$ cat config.mk
export PLATFORM = sky130hd
export DESIGN_NAME = idb_exec
export DESIGN_NICKNAME = d
export VERILOG_FILES = /design/src/rtl/idb_pkg.sv /design/src/rtl/idb_bcd.sv /design/src/rtl/idb_stack.sv /design/src/rtl/idb_exec.sv
export VERILOG_INCLUDE_DIRS = /design/src /design/src/rtl
export SDC_FILE = /design/constraint.sdc
export NUM_CORES = 1
export LEC_CHECK = 0
export BUFFER_PORTS_ARGS = -buffer_cell sky130_fd_sc_hd__buf_2
export CORE_UTILIZATION = 23
export DETAILED_ROUTE_END_ITERATION = 16
export SYNTH_ARGS = -nofsm -noshare
export SYNTH_HDL_FRONTEND = slang
export SYNTH_SLANG_ARGS = --single-unit
$ cat constraint.sdc
create_clock -name MCLK -period 7.5 [get_ports MCLK]
set_clock_uncertainty 0.15 [all_clocks]
set_input_delay 0 -clock MCLK [delete_from_list [all_inputs] [get_ports MCLK]]
set_output_delay 0 -clock MCLK [all_outputs]
set_load 0.005 [all_outputs]
$ cat src/rtl/idb_defs.svh
`ifndef IDB_DEFS_SVH
`define IDB_DEFS_SVH
// apb register map (byte addresses)
`define IDB_ADDR_CTRL 12'h000
`define IDB_ADDR_INSTR 12'h004
`define IDB_ADDR_OPERAND 12'h008
`define IDB_ADDR_STATE 12'h00c
`define IDB_ADDR_INDEX 12'h010
`define IDB_ADDR_PC 12'h014
`define IDB_ADDR_STATUS 12'h018
`define IDB_ADDR_MEMDATA 12'h01c
`define IDB_ADDR_MEMRD 12'h020
`define IDB_ADDR_MEMWR 12'h024
// state register fields
`define IDB_ST_ACC_LSB 0
`define IDB_ST_CARRY_BIT 4
`define IDB_ST_SKIP_BIT 5
// status fields
`define IDB_STS_SP_LSB 0
`define IDB_STS_WR_BIT 4
`define IDB_STS_INC_BIT 5
// correction constants
`define IDB_DAA_CORR 4'h6
`define IDB_DAS_CORR 4'ha
`define IDB_BCD_MAX 4'h9
`define IDB_DAA_CARRY_MAX 4'h3
`define IDB_DAS_MIN 4'h6
`define IDB_STACK_DEPTH 8
`endif

$ cat src/rtl/idb_pkg.sv
package idb_pkg;
   typedef enum logic [4:0] {
      OP_NOP, OP_LOAD_INDEX_UPPER, OP_LOAD_INDEX_HIGH, OP_LOAD_INDEX_LOW,
      OP_INDEX_COMPARE_SKIP, OP_DECIMAL_ADJUST_ADD, OP_DECIMAL_ADJUST_SUB,
      OP_BRANCH_ACC_BIT0, OP_BRANCH_ACC_BIT1, OP_BRANCH_ACC_BIT2, OP_BRANCH_ACC_BIT3,
      OP_BRANCH_NOT_ZERO, OP_BRANCH_ZERO, OP_BRANCH_NO_CARRY, OP_BRANCH_CARRY,
      OP_JUMP_FAR, OP_CALL, OP_RETURN
   } idb_op_t;
   // store: 0 none, 1 to data nibble; incr: bump index afterwards
   typedef struct packed {
      idb_op_t op;
      logic store;
      logic incr;
   } idb_instr_t;
   typedef struct packed {
      logic [11:0] pc;
      logic [11:0] index;
      logic [3:0] acc;
      logic carry;
   } idb_core_t;
endpackage

$ cat src/rtl/idb_bcd.sv
`timescale 1ns/1ps
`include "idb_defs.svh"
module idb_bcd
   import idb_pkg::*;
(
   // operands
   input wire logic sub,
   input wire logic [3:0] acc_in,
   input wire logic carry_in,
   // result
   output logic [3:0] acc_out,
   output logic carry_out
);
   wire add_hi = !sub && !carry_in && (acc_in > `IDB_BCD_MAX);
   wire add_lo = !sub && carry_in && (acc_in <= `IDB_DAA_CARRY_MAX);
   wire sub_fix = sub && !carry_in && (acc_in >= `IDB_DAS_MIN);
   assign acc_out = add_hi || add_lo ? 4'(acc_in + `IDB_DAA_CORR) :
                    sub_fix ? 4'(acc_in + `IDB_DAS_CORR) : acc_in;
   assign carry_out = add_hi ? 1'b1 : carry_in;
endmodule

$ cat src/rtl/idb_stack.sv
`timescale 1ns/1ps
module idb_stack
   import idb_pkg::*;
#(
   parameter int DEPTH = 8,
   parameter int AW = 12
)(
   // clock and reset
   input wire logic MCLK,
   input wire logic NRST,
   // push and pop
   input wire logic push,
   input wire logic pop,
   input wire logic [AW-1:0] push_data,
   output logic [AW-1:0] top,
   output logic [$clog2(DEPTH):0] level
);
   logic [AW-1:0] mem [DEPTH];
   logic [$clog2(DEPTH)-1:0] sp;
   wire [$clog2(DEPTH)-1:0] sp_top = sp - 1'b1;
   // overflow wraps and overwrites the oldest entry
   assign top = mem[sp_top];
   always_ff @(posedge MCLK or negedge NRST) begin
      if (!NRST) begin
         sp <= '0;
         level <= '0;
      end else if (push) begin
         sp <= sp + 1'b1;
         if (level != DEPTH[$clog2(DEPTH):0]) level <= level + 1'b1;
      end else if (pop) begin
         sp <= sp_top;
         if (level != '0) level <= level - 1'b1;
      end
   end
   always_ff @(posedge MCLK) begin
      if (push) mem[sp] <= push_data;
   end
endmodule

$ cat src/rtl/idb_exec.sv
`timescale 1ns/1ps
`include "idb_defs.svh"
// Summary of operation
// - index load copies the addressed data nibble into upper, high or low buffer.
// - compare high/low index with 8-bit immediate; match turns next instruction into no-op.
// - add adjust: A-F with carry clear adds 6, sets carry; 0-3 carry set adds 6.
// - subtract adjust: 0-9 carry set unchanged; 6-F carry clear adds A; carry kept.
// - adjust with operand stores result to data nibble; increment variant bumps index.
// - accumulator bit branches jump inside current 2K page, else pc plus one.
// - zero branches jump in page on nonzero or zero, else pc plus one.
// - carry branches jump in page on clear or set carry, else pc plus one.
// - far jump loads any address of the 4K program space.
// - call pushes pc plus one then loads any 4K target.
// - return pops the stack top into the pc.
module idb_exec
   import idb_pkg::*;
(
   // clock and reset
   input wire logic MCLK,
   input wire logic NRST,
   // apb slave
   input wire logic PSEL,
   input wire logic PENABLE,
   input wire logic PWRITE,
   input wire logic [11:0] PADDR,
   input wire logic [31:0] PWDATA,
   output logic [31:0] PRDATA,
   output logic PREADY,
   output logic PSLVERR,
   // data memory port
   output logic [11:0] MEM_ADDR,
   output logic MEM_WE,
   output logic [3:0] MEM_WDATA
);
   idb_core_t core;
   idb_instr_t instr;
   logic [11:0] operand;
   logic [3:0] mem_rdata;
   logic skip;
   logic [31:0] rdata;
   logic [3:0] mem_wdata_q;
   logic [11:0] mem_addr_q;
   logic mem_we_q;

   wire apb_acc = PSEL && PENABLE;
   wire apb_wr = apb_acc && PWRITE;
   wire hit_instr = PADDR == `IDB_ADDR_INSTR;
   wire hit_operand = PADDR == `IDB_ADDR_OPERAND;
   wire hit_state = PADDR == `IDB_ADDR_STATE;
   wire hit_index = PADDR == `IDB_ADDR_INDEX;
   wire hit_pc = PADDR == `IDB_ADDR_PC;
   wire hit_status = PADDR == `IDB_ADDR_STATUS;
   wire hit_memdata = PADDR == `IDB_ADDR_MEMDATA;
   wire hit_ctrl = PADDR == `IDB_ADDR_CTRL;
   wire hit_any = hit_instr | hit_operand | hit_state | hit_index | hit_pc | hit_status | hit_memdata | hit_ctrl;
   // writing the ctrl register with bit 0 executes the staged instruction
   wire exec = apb_wr && hit_ctrl && PWDATA[0];

   // execution
   logic [3:0] bcd_acc;
   logic bcd_carry;
   logic [11:0] stack_top;
   logic [3:0] stack_level;
   wire is_daa = instr.op == OP_DECIMAL_ADJUST_ADD;
   wire is_das = instr.op == OP_DECIMAL_ADJUST_SUB;
   wire do_op = exec && !skip;

   idb_bcd idb_bcd_inst (
      .sub(is_das),
      .acc_in(core.acc),
      .carry_in(core.carry),
      .acc_out(bcd_acc),
      .carry_out(bcd_carry)
   );

   wire [11:0] pc_inc = 12'(core.pc + 12'h001);
   wire [11:0] page_target = {core.pc[11], operand[10:0]};
   logic cond_true;
   always_comb begin
      unique case (instr.op)
         OP_BRANCH_ACC_BIT0: cond_true = core.acc[0];
         OP_BRANCH_ACC_BIT1: cond_true = core.acc[1];
         OP_BRANCH_ACC_BIT2: cond_true = core.acc[2];
         OP_BRANCH_ACC_BIT3: cond_true = core.acc[3];
         OP_BRANCH_NOT_ZERO: cond_true = core.acc != 4'h0;
         OP_BRANCH_ZERO: cond_true = core.acc == 4'h0;
         OP_BRANCH_NO_CARRY: cond_true = !core.carry;
         OP_BRANCH_CARRY: cond_true = core.carry;
         default: cond_true = 1'b0;
      endcase
   end
   wire is_cond = instr.op inside {OP_BRANCH_ACC_BIT0, OP_BRANCH_ACC_BIT1, OP_BRANCH_ACC_BIT2,
      OP_BRANCH_ACC_BIT3, OP_BRANCH_NOT_ZERO, OP_BRANCH_ZERO, OP_BRANCH_NO_CARRY, OP_BRANCH_CARRY};
   wire push = do_op && instr.op == OP_CALL;
   wire pop = do_op && instr.op == OP_RETURN;

   idb_stack #(.DEPTH(`IDB_STACK_DEPTH), .AW(12)) idb_stack_inst (
      .MCLK(MCLK),
      .NRST(NRST),
      .push(push),
      .pop(pop),
      .push_data(pc_inc),
      .top(stack_top),
      .level(stack_level)
   );

   logic [11:0] next_pc;
   always_comb begin
      next_pc = pc_inc;
      if (do_op) begin
         if (is_cond && cond_true) next_pc = page_target;
         else if (instr.op == OP_JUMP_FAR || instr.op == OP_CALL) next_pc = operand;
         else if (instr.op == OP_RETURN) next_pc = stack_top;
      end
   end

   wire idx_match = core.index[7:0] == operand[7:0];
   wire adj_store = do_op && (is_daa || is_das) && instr.store;
   wire adj_incr = do_op && (is_daa || is_das) && instr.incr;

   always_ff @(posedge MCLK or negedge NRST) begin
      if (!NRST) begin
         core <= '0;
         skip <= 1'b0;
      end else if (exec) begin
         core.pc <= next_pc;
         skip <= do_op && instr.op == OP_INDEX_COMPARE_SKIP && idx_match;
         if (do_op && (is_daa || is_das)) begin
            core.acc <= bcd_acc;
            core.carry <= bcd_carry;
         end
         if (adj_incr) core.index[7:0] <= 8'(core.index[7:0] + 8'h01);
         else if (do_op && instr.op == OP_LOAD_INDEX_UPPER) core.index[11:8] <= mem_rdata;
         else if (do_op && instr.op == OP_LOAD_INDEX_HIGH) core.index[7:4] <= mem_rdata;
         else if (do_op && instr.op == OP_LOAD_INDEX_LOW) core.index[3:0] <= mem_rdata;
      end else if (apb_wr) begin
         if (hit_state) begin
            core.acc <= PWDATA[`IDB_ST_ACC_LSB +: 4];
            core.carry <= PWDATA[`IDB_ST_CARRY_BIT];
         end
         if (hit_index) core.index <= PWDATA[11:0];
         if (hit_pc) core.pc <= PWDATA[11:0];
      end
   end

   always_ff @(posedge MCLK or negedge NRST) begin
      if (!NRST) begin
         instr <= '{op: OP_NOP, store: 1'b0, incr: 1'b0};
         operand <= '0;
         mem_rdata <= '0;
      end else if (apb_wr) begin
         if (hit_instr) begin
            instr.op <= idb_op_t'(PWDATA[4:0]);
            instr.store <= PWDATA[8];
            instr.incr <= PWDATA[9];
         end
         if (hit_operand) operand <= PWDATA[11:0];
         if (hit_memdata) mem_rdata <= PWDATA[3:0];
      end
   end

   // adjusted nibble goes to the index-addressed data nibble (or operand address when incr clear)
   always_ff @(posedge MCLK or negedge NRST) begin
      if (!NRST) begin
         mem_we_q <= 1'b0;
         mem_wdata_q <= '0;
         mem_addr_q <= '0;
      end else begin
         mem_we_q <= adj_store;
         if (adj_store) begin
            mem_wdata_q <= bcd_acc;
            mem_addr_q <= instr.incr ? core.index : operand;
         end
      end
   end
   assign MEM_WE = mem_we_q;
   assign MEM_WDATA = mem_wdata_q;
   assign MEM_ADDR = mem_addr_q;

   always_comb begin
      rdata = 32'h0000_0000;
      if (hit_instr) rdata = {22'h0, instr.incr, instr.store, 3'h0, instr.op};
      if (hit_operand) rdata = {20'h0, operand};
      if (hit_state) rdata = {26'h0, skip, core.carry, core.acc};
      if (hit_index) rdata = {20'h0, core.index};
      if (hit_pc) rdata = {20'h0, core.pc};
      if (hit_status) rdata = {28'h0, stack_level};
      if (hit_memdata) rdata = {28'h0, mem_rdata};
   end
   always_ff @(posedge MCLK or negedge NRST) begin
      if (!NRST) PRDATA <= '0;
      else if (PSEL && !PENABLE && !PWRITE) PRDATA <= rdata;
   end
   assign PREADY = 1'b1;
   assign PSLVERR = apb_acc && !hit_any;
endmodule

Word level (Yosys, flattened, before mapping):

Memory sizes are Yosys's and may differ from the RTL's.
Cells that the tools add are included.

* input port bits: 49
* word-level logic and storage cells: 167
* bits in registers: 109
* memories kept: 1
* latch bits: 0
* bits in writable memories: 96
* ROM bits: 0

Memories
* idb_stack_inst.mem: depth 8, width 12, rd ports 1, clocked after Yosys merged registers in 0, write ports 1, line idb_stack.sv:18 `logic [AW-1:0] mem [DEPTH];`

* div/mod/pow operators: 0
* $mul: 0
* bitwise logic cells: 7
* add/sub/neg operators: 8
* shift-type cells: 0
* reductions and logical operators: 56
* equality and inequality tests: 36
* $lt $le $gt $ge: 3
* mux-type cells: 37

Operators by type and width (number)
* $mux 32: 6
* $mux 12: 7
* $mux 29: 2
* $eq 12x5->1 const B: 4
* $mux 4: 11
* $eq 5x4->1 const B: 8
* $logic_and 1x1->1: 25
* $eq 12x4->1 const B: 2
* $eq 5x3->1 const B: 4
* $mux 8: 2
* $add 12x1->12 const B: 1
* $eq 12x3->1 const B: 1
* $logic_not 12->1: 1
* $reduce_and 4->1: 3
* $reduce_bool 2->1: 6
* $eq 5x2->1 const B: 2
* $eq 5x5->1 const B: 2
* $mux 10: 1
* $mux 5: 2
* $ne 3x3->1 const B: 3
* $reduce_and 3->1: 3
* $add 8x1->8 const B: 1
* $eq 8x8->1: 1
* $pmux 1 s8: 1
* 24 further kinds: 48

Depth between registers and ports, before layout:

Gate-level depths: netlist of the first run.

* word-level depth: 11
* depth in mapped cells: 12

By module:

A second synthesis of the first run with hierarchy kept.

* cells, all modules: 824
* area total of the unflattened synthesis: 9704.3 um2

Modules (own cells, without submodules)
* idb_exec: seq. area each 2052.0 um2, cells each 591, instances 1, area each 5348.9 um2
* idb_stack: seq. area each 3057.9 um2, cells each 201, instances 1, area each 4151.5 um2
* idb_bcd: seq. area each 0.0 um2, cells each 32, instances 1, area each 203.9 um2

Least setup slack after synthesis of the first run:

No wires, ideal clock.

* path kind: reg-to-reg
* start: register instr[5] (netlist name)
* end: memory idb_stack_inst.mem[0][0], enable pin
* library setup time: 0.412 ns
* setup slack: 4.174 ns
* cell stages (with the launch flop): 6
* buffers on the path: 2
* data required time: 6.938 ns
* clock period less this slack: 3.326 ns
* arrival: 2.764 ns
* path through: dfrtp_1 buf_2 or4b_4 or3_1 clkbuf_1 nor4_1

* word-level cells in the longest chain between the ends: 4

Ends and longest elaborated chain
* start, declared: line idb_exec.sv:36 `idb_instr_t instr;`
* start signal, assigned: line idb_exec.sv:148 `instr <= '{op: OP_NOP, store: 1'b0, incr: 1'b0};`
* $eq 5x5->1: line idb_exec.sv:94 `wire push = do_op && instr.op == OP_CALL;`
* $logic_and 1x1->1: line idb_exec.sv:94
* $mux 1: line idb_stack.sv:36 `if (push) mem[sp] <= push_data;`
* $mux 1 (implied by the code): line idb_stack.sv:36
* end, declared: line idb_stack.sv:18

Every way passes these cells.

Final worst setup path of the first run:

* start: input port PADDR[5]
* end: register idb_stack_inst.level[3]

* word-level cells in the longest chain between the ends: 7
* elaborated cells on any way between the ends: 11
* those cells by class: 1 x eq/ne; 1 x mux; 9 x reduce/logical

Ends and longest elaborated chain
* start, declared: line idb_exec.sv:25 `input wire logic [11:0] PADDR,`
* $logic_not 12->1 (no source line) (*)
* $logic_and 1x1->1 (*) (2 in a row): line idb_exec.sv:57 `wire exec = apb_wr && hit_ctrl && PWDATA[0];`
* $logic_and 1x1->1 (*): line idb_exec.sv:66 `wire do_op = exec && !skip;`
* $logic_and 1x1->1, on equally long branches: line idb_exec.sv:94, idb_exec.sv:95
* $ne 2x2->1 (no source line) or $reduce_bool 2->1 (tied branches)
* $reduce_and 3->1 (no source line)
* end signal, assigned: line idb_stack.sv:29 `if (level != DEPTH[$clog2(DEPTH):0]) level <= level + 1'b1;`
* end signal, assigned: line idb_stack.sv:32 `if (level != '0) level <= level - 1'b1;`
* end, declared: line idb_stack.sv:16 `output logic [$clog2(DEPTH):0] level`

Every way passes the cells marked *; elsewhere a longest branch is shown, timed or not.
A chain may end at the register's enable or synchronous reset.

==> summary.md, run 1 <==
| Metric | Value |
|---|---|
| H-tree levels | 4 |
| Port bufs | 58 |
| R2R setup slack | 4.03 ns |
| Total CTS buffers | 17 |
| Required time of the critical path | 7.71 ns |
| Final Core Density | 27.0% |
| Hold Crit Depth | 4 |
| Worst-case reg-to-reg path depth | 5 |
| CTS root buffer | clkbuf_16 |
| Min-Delay Startpoint | PWRITE |
| Nets@finish | 924 |
| Final period util | 48.1% |
| Drt drc | 0 |
| Internal | 0.00152 W |
| Pwr Density | 180 nW/um^2 |
| Drt total wl | 26.4 mm |
| Net switching power figure | 0.000471 W |
| R2R Path Start | skip |
| Setup violators final | 0 |
| Largest net degree at the start of global routing | 49 |
| Synth async-reset ratio | 48.1% |
| Io pins | 100 |
| Hold endpoint | PRDATA[11] |
| Detail Placement HPWL | 18.2 mm |
| Setup TNS | 0 ns |
| 1st-iter DRT viols | 754 |
| Remaining antenna violation count | 0 |
| Type of the most critical hold path | in -> reg |
| Actual slew at the worst max-slew pin | 1.06 ns |
| P_leak | 4.44 nW |
| Placer's final routability congestion estimate | 0.913 |
| CTS Sinks | 185 |
| Hold Vio Cnt, Final | 0 |
| Sw frac | 23.7% |
| Max cap viols | 0 |
| Crit end category | register |
| TritonCTS clock tree | built |
| Fillers | 4265 |
| Post-Synthesis Cell Area | 9570 sq um |
| M1 WL | 11.7 mm |
| RSZ-0062 raised after global routing | no |
| Worst Setup SP | PADDR[5] |
| CP arrival | 3.82 ns |
| Overall routing resource usage | 12.8% |
| Distinct cells, synth | 73 |
| CP cell instances | buf_2, nor3_1, nand3_1, or4_1, or3_1, ha_1, o21ai_0, nand2b_1, a2111oi_2, xor2_1 |
| Synthesized area per cell | 11.6 sq um |
| Reg2reg end | core[9] |
| WL per Instance | 18.7 um |
| Top_reg_cell synth | edfxtp_1 |
| Clk pin slew, worst setup/hold paths | 0.08 ns |
| Vias per inst | 4.86 |
| Outcome | complete, no violations |
| Delay-heaviest family, CP | simple AND/OR/NAND/NOR gates |
| Layout area overhead | 15.6% |
| Register share of total power | 53.3% |
| Critical path type | in -> reg |
| Vias in the first global route | 6567 |
| Relative slew margins | 28.8% |
| Chip width | 206 um |
| Seq/Total Area, Yosys | 53.4% |
| Via count | 6873 |
| Top Layer Used | met5 |
| Met3 Wirelength | 1.97 mm |
| Die ar. | 42400 sq um |
| CP bufs+invs | 1 |
| Initial Util | 23.4% |
| Yosys reg bits | 185 |
| Slowest cell on crit path | or4_1 |
| Resized cells post-CTS | 0 |
| Crit path time final | 3.61 ns |
| Worst vdd ir | 0.000135 V |
| Share of post-route cells with drive strength above 1 | 20.9% |
| Mapped Cells | 822 |
| Largest stage delay on the critical path | 0.91 ns |
| Synth Warn # | 0 |
| Pins Over Slew Limit | 0 |
| Met2 routed WL | 12.1 mm |
| Drt pass-1 iters | 5 |
| First-pass GRT wire length | 40.4 mm |
| Combinational share of power | 3.2% |
| Crit start category | input pin |
| Post-synth EDFFs | 96 |
| Die Y | 206 um |
| Gr ovfl total | 0 |
| Core area | 40900 sq um |
| Clk pwr share | 43.5% |
| Longest Clk Path Bufs | 2 |
| FP Rows | 74 |
| Critical path fanouts, max | 12 |
| Initial antenna violation count | 2 |
| Worst skew pair latency | 0.44 ns |
| Fmax | 0.277 GHz |
## state kept, by name (all words and copies together) (netlist names)
signal / flops
idb_stack_inst.mem: 96
core: 29
MEM_ADDR: 12
PRDATA: 12
operand: 12
instr: 7
MEM_WDATA: 4
idb_stack_inst.level: 4
mem_rdata: 4
idb_stack_inst.sp: 3
MEM_WE: 1
skip: 1
## area by class of cell
type,count,area [sq um],share of cell area (%)
Sequential cell,185,5110,46.2
Inverter,13,48.8,0.441
Tap cell,532,666,6.01
Multi-Input combinational cell,563,4120,37.2
Timing Repair Buffer,87,561,5.06
Clock buffer,19,433,3.91
Clock inverter,13,130,1.18
Antenna cell,1,2.50,0.0226
## tightest hold or removal path, delay by kind of cell
family                 cells  cell delay, ns
AND/OR/NAND/NOR            2            0.45
buffers and inverters      1            0.10
AO/OA/AOI/OAI              1            0.06
## metal layers
layer	vias up	track usage, %
met5	-	0
met4	2	5.07
met3	43	2.96
met2	286	19.3
met1	3417	17.6
li1	3125	-
## synth_stat cells (all sizes together), types with 3 or more instances
| master | count | area share [%] |
|---|---|---|
| or4 | 3 | 0.27 |
| mux2 | 37 | 4.4 |
| o32ai | 4 | 0.37 |
| and3 | 14 | 0.91 |
| dfrtp | 89 | 23 |
| xor2 | 16 | 1.5 |
| a21o | 4 | 0.31 |
| nand4b | 4 | 0.37 |
| xnor2 | 19 | 1.7 |
| a22oi | 3 | 0.24 |
| mux4 | 24 | 5.6 |
| a31oi | 12 | 0.78 |
| a32oi | 5 | 0.46 |
| nand2 | 83 | 3.3 |
| nor2b | 6 | 0.39 |
| nand3 | 18 | 0.99 |
| o211ai | 6 | 0.47 |
| o21a | 4 | 0.31 |
| mux2i | 39 | 4.1 |
| o2bb2ai | 3 | 0.27 |
| o21ai | 56 | 2.9 |
| a211oi | 7 | 0.55 |
| o22ai | 7 | 0.46 |
| nand3b | 6 | 0.47 |
| inv | 12 | 0.47 |
| and2 | 3 | 0.20 |
| nor4 | 4 | 0.33 |
| buf | 38 | 2.5 |
| clkbuf | 42 | 1.6 |
| o22a | 5 | 0.46 |
| a311oi | 3 | 0.27 |
| or3 | 5 | 0.33 |
| nand2b | 5 | 0.33 |
| a21oi | 32 | 1.7 |
| nor3 | 17 | 0.94 |
| edfxtp | 96 | 30 |
| nor2 | 37 | 1.5 |
| ha | 8 | 1.0 |
| or2 | 3 | 0.20 |
| nand4 | 10 | 0.65 |
## repair_timing
action | 4_1_cts | 5_1_grt
buffers inserted | 0 | 0
hold buffers | 16 | 0
setup endpoints to repair | 0 | 0
endpoints found under the hold margin | 94 | 0
## power by group through the flow
stage / Combinational (W) / Sequential, W / Clock (W)
after floorplan: 0.0000310 / 0.00108 / 0
after global placement: 0.0000547 / 0.00108 / 0
after detailed placement: 0.0000554 / 0.00108 / 0
after CTS: 0.0000633 / 0.00106 / 0.000885
after global routing: 0.0000705 / 0.00106 / 0.000921
final: 0.0000634 / 0.00106 / 0.000866
## stage by stage
step	instances	hold WS [ns]	setup slack (ns)	total power [W]	instance area, sq um
CTS	1412	0.0249	3.84	0.00201	11100
finish	1413	0.0500	3.89	0.00199	11100
floorplan	841	-0.446	4.17	0.00111	9650
global placement	1364	-0.128	3.42	0.00114	10300
detailed placement	1364	-0.120	3.36	0.00114	10300
global route	1413	0.119	3.59	0.00205	11100
## worst max-delay path by stage
stage / end / slack (ns) / cells after the start
6_report: idb_stack_inst.level[3] / 3.89 / 10
5_1_grt: idb_stack_inst.mem[4][5] / 3.59 / 7
4_1_cts: idb_stack_inst.mem[4][5] / 3.84 / 7
3_5_place_dp: idb_stack_inst.mem[4][6] / 3.36 / 7
3_3_place_gp: idb_stack_inst.mem[4][6] / 3.42 / 7
2_1_floorplan: idb_stack_inst.mem[0][0] / 4.17 / 5
## cells in the final DEF, fill, tap and decap left out, types with 4 or more instances in the layout
cell / instances
a211oi_1: 7
a21o_1: 4
a21oi_1: 32
a31oi_1: 12
a32oi_1: 5
and3_1: 14
buf_2: 57
buf_4: 14
clkbuf_16: 17
conb_1: 21
dfrtp_1: 88
dlygate4sd3_1: 15
edfxtp_1: 96
ha_1: 8
inv_1: 12
inv_8: 5
mux2_2: 37
mux2i_1: 39
mux4_2: 24
nand2_1: 82
nand2b_1: 5
nand3_1: 17
nand3b_1: 6
nand4_1: 10
nand4b_1: 4
nor2_1: 36
nor2b_1: 6
nor3_1: 12
nor3_2: 5
o211ai_1: 6
o21a_1: 4
o21ai_0: 54
o22a_1: 5
o22ai_1: 7
o32ai_1: 4
or3_1: 5
xnor2_1: 19
xor2_1: 16
## cell families after synthesis
logic type      Yosys count  synth area share, %
fa+ha+maj                 8                 1.05
flops                   185                 53.4
compound gates          170                 11.3
simple gates            229                 12.2
buf+inv                  93                 4.67
xor+xnor                 35                 3.20
mux                     100                 14.1
other cells               2               0.0784
No activity file was read; power rests on OpenSTA's default activity.
==> run 2, diff against run 1 <==
--- a/config.mk
+++ b/config.mk
@@ -6,6 +6,7 @@
 export SDC_FILE = /design/constraint.sdc
 export NUM_CORES = 1
 export LEC_CHECK = 0
+export ABC_AREA = 1
 export BUFFER_PORTS_ARGS = -buffer_cell sky130_fd_sc_hd__buf_2
 export CORE_UTILIZATION = 23
 export DETAILED_ROUTE_END_ITERATION = 16
==> constraint.sdc (replaced) <==
create_clock -name MCLK -period 3.5 [get_ports MCLK]
set_clock_uncertainty 0.15 [all_clocks]
set_input_delay 0 -clock MCLK [delete_from_list [all_inputs] [get_ports MCLK]]
set_output_delay 0 -clock MCLK [all_outputs]
set_load 0.005 [all_outputs]
==> run 2 against run 1 <==
Compared with the run above:
- worst setup slack lost 3.5 ns
- register-to-register slack lost 3.6 ns
- power grew 120%
- synthesized cell count grew 39%
- count of clock-buffer cells in the layout shrank 1
- combinational power grew 81%
- final cell count grew 25%
- global-route usage grew 1.0 points
- clock power grew 140%
- first-iteration DRC count shrank 9.7%
- largest cell class unchanged
- highest routed layer is now met4
==> summary.md, run 2 <==
| Metric | Value |
|---|---|
| 1st-iter DRT viols | 681 |
| Hold endpoint | core[1] |
| Longest Clk Path Bufs | 2 |
| Critical path fanouts, max | 26 |
| R2R setup slack | 0.41 ns |
| P_leak | 4.99 nW |
| CP arrival | 3.28 ns |
| Worst-case reg-to-reg path depth | 15 |
| Critical path type | reg -> reg |
| Pwr Density | 389 nW/um^2 |
| Max cap viols | 0 |
| Outcome | complete, no violations |
| Core area | 41300 sq um |
| Hold Buf Count CTS | 17 |
| Actual slew at the worst max-slew pin | 0.898 ns |
| Top cells by count, synth | nand2_1 (284), nor2_1 (124), o21ai_0 (113) |
| Drt drc | 0 |
| WL per Instance | 16.6 um |
| Most flop-heavy register | idb_stack_inst.mem |
| Vias in the first global route | 7934 |
| Drt pass-1 iters | 6 |
| Top cell type's share of synthesized area | 29.7% |
| Detail Placement HPWL | 21.1 mm |
| Post-synth EDFFs | 96 |
| Share of post-route cells with drive strength above 1 | 12.5% |
| Met3 Wirelength | 1.32 mm |
| Initial Util | 23.5% |
| Most frequent cell after synthesis | nand2_1 |
| Type of the most critical hold path | in -> reg |
| Hold Crit Depth | 7 |
| Top Layer Used | met4 |
| Initial antenna violation count | 0 |
| Worst skew pair latency | 0.45 ns |
| Pins Over Slew Limit | 0 |
| Top_reg_cell synth | edfxtp_1 |
| Fmax | 0.324 GHz |
| Die ar. | 43100 sq um |
| Required time of the critical path | 3.69 ns |
| Worst Setup SP | idb_stack_inst.sp[1] |
| Synth top area cells | edfxtp_1 (30%), dfrtp_1 (23%), nand2_1 (11%) |
| Resized cells post-CTS | 0 |
| Die Y | 208 um |
| Clk pin slew, worst setup/hold paths | 0.07 ns |
| R2R Path Start | idb_stack_inst.sp[1] |
| Layout area overhead | 17.4% |
| Inserted Diodes | 0 |
| Commonest non-fill, non-tap cell in the layout | nand2_1 |
| Distinct cells, synth | 52 |
| Vias per inst | 4.66 |
| FP Rows | 74 |
| Chip width | 208 um |
| Largest register FFs | 96 |
| Hold Vio Cnt, Final | 0 |
| Min-Delay Startpoint | PADDR[11] |
| Met2 routed WL | 14.0 mm |
| Seq/Total Area, Yosys | 52.6% |
| Post-Synthesis Cell Area | 9720 sq um |
| Yosys reg bits | 185 |
| Total CTS buffers | 17 |
| Post-CTS repair timing setup buffer count | 0 |
| Via count | 8203 |
| Synthesized area per cell | 8.50 sq um |
| Yosys top cell by area | edfxtp_1 |
| Synth Warn # | 0 |
| Mapped Cells | 1143 |
| Crit path time final | 3.09 ns |
| Relative slew margins | 40.2% |
| Synth async-reset ratio | 48.1% |
| Gr ovfl total | 0 |
| CTS root buffer | clkbuf_16 |
| Crit end category | register |
| Drt total wl | 29.3 mm |
| RSZ-0062 raised after global routing | no |
| Most frequent cells in the layout | nand2_1 (284), nor2_1 (124), o21ai_0 (113), edfxtp_1 (96), inv_1 (91) |
| Nets@finish | 1275 |
| Crit start category | register |
| Worst vdd ir | 0.000232 V |
| Reg2reg end | core[17] |
| Largest net degree at the start of global routing | 68 |
| Io pins | 100 |
| Final period util | 88.2% |
| Remaining antenna violation count | 0 |
| Regs by FF count | idb_stack_inst.mem (96), core (29) |
| Pwr Total | 0.00443 W |
| Overall routing resource usage | 13.8% |
| First-pass GRT wire length | 46.0 mm |
| CTS Sinks | 185 |
| Setup violators final | 0 |
| Placer's final routability congestion estimate | 0.909 |
| Setup TNS | 0 ns |
| Hold Slack | 0.0230 ns |
| M1 WL | 13.1 mm |
| H-tree levels | 4 |
| TritonCTS clock tree | built |
| Port bufs | 58 |
[run 2: cell types whose count changed after synthesis, sizes merged, moves of 14 or more]
cell / change
mux2: -37
and3: -14
inv: +96
xnor2: -14
nor2: +95
nand2: +203
o21ai: +90
nand3: +41
mux4: -24
clkbuf: -15
mux2i: -37
[run 2: cell type report]
| type | count | area, sq um |
|---|---|---|
| repair buffers | 96 | 621 |
| clock inverters | 13 | 180 |
| inverters | 109 | 412 |
| multi-input cells | 809 | 3990 |
| well taps | 532 | 666 |
| fillers | 4451 | 29900 |
| flip-flops and latches | 185 | 5110 |
| clock buffers | 18 | 429 |
[run 2: worst max path at each step]
stage | endpoint | slack (ns)
floorplan | idb_stack_inst.mem[0][0] | 0.80
global placement | core[25] | 0.81
detailed placement | core[25] | 0.74
CTS | core[17] | 0.43
global route | core[17] | 0.21
finish | core[17] | 0.41
[run 2: layer usage]
layer | up-vias | global-route usage (%)
li1 | 3952 | -
met1 | 3947 | 18.1
met2 | 259 | 22.7
met3 | 45 | 2.33
met4 | 0 | 5.35
met5 | - | 0
[run 2: metrics by stage]
step | setup WS, ns | instance area, sq um | cells | utilization (%)
after floorplan | 0.798 | 9790 | 1162 | -
after global placement | 0.805 | 10600 | 1714 | 25.7
after detailed placement | 0.740 | 10600 | 1714 | 25.7
after CTS | 0.430 | 11400 | 1762 | 27.6
after global routing | 0.207 | 11400 | 1762 | 27.6
final | 0.412 | 11400 | 1762 | 27.6
[run 2: cell families after synthesis]
logic type	share of synthesized area [%]
other cells	0.0773
fa+ha+maj	1.03
simple gates	22.3
buf+inv	7.52
xor+xnor	2.16
compound gates	14.1
mux	0.206
flops	52.6
[run 2: power by group]
part / internal, W / leakage, nW / total, W / switching, W
sequential: 0.00227 / 2.19 / 0.00228 / 0.00000192
clock: 0.00114 / 0.298 / 0.00204 / 0.000902
combinational: 0.0000372 / 2.50 / 0.000115 / 0.0000777
[run 2: worst max-delay path: stages, from the launching register on]
cell and delay (ns):
dfrtp_1 0.51, inv_1 0.19, ha_1 0.35, buf_4 0.32
nor2_1 0.08, o21ai_0 0.08, o21ai_0 0.11, nand2_1 0.09
nand3_1 0.13, nand2_1 0.11, nand2_1 0.07, nand3_1 0.07
nand2_1 0.05, nand3_1 0.07, dlygate4sd3_1 0.55, nand2_1 0.05
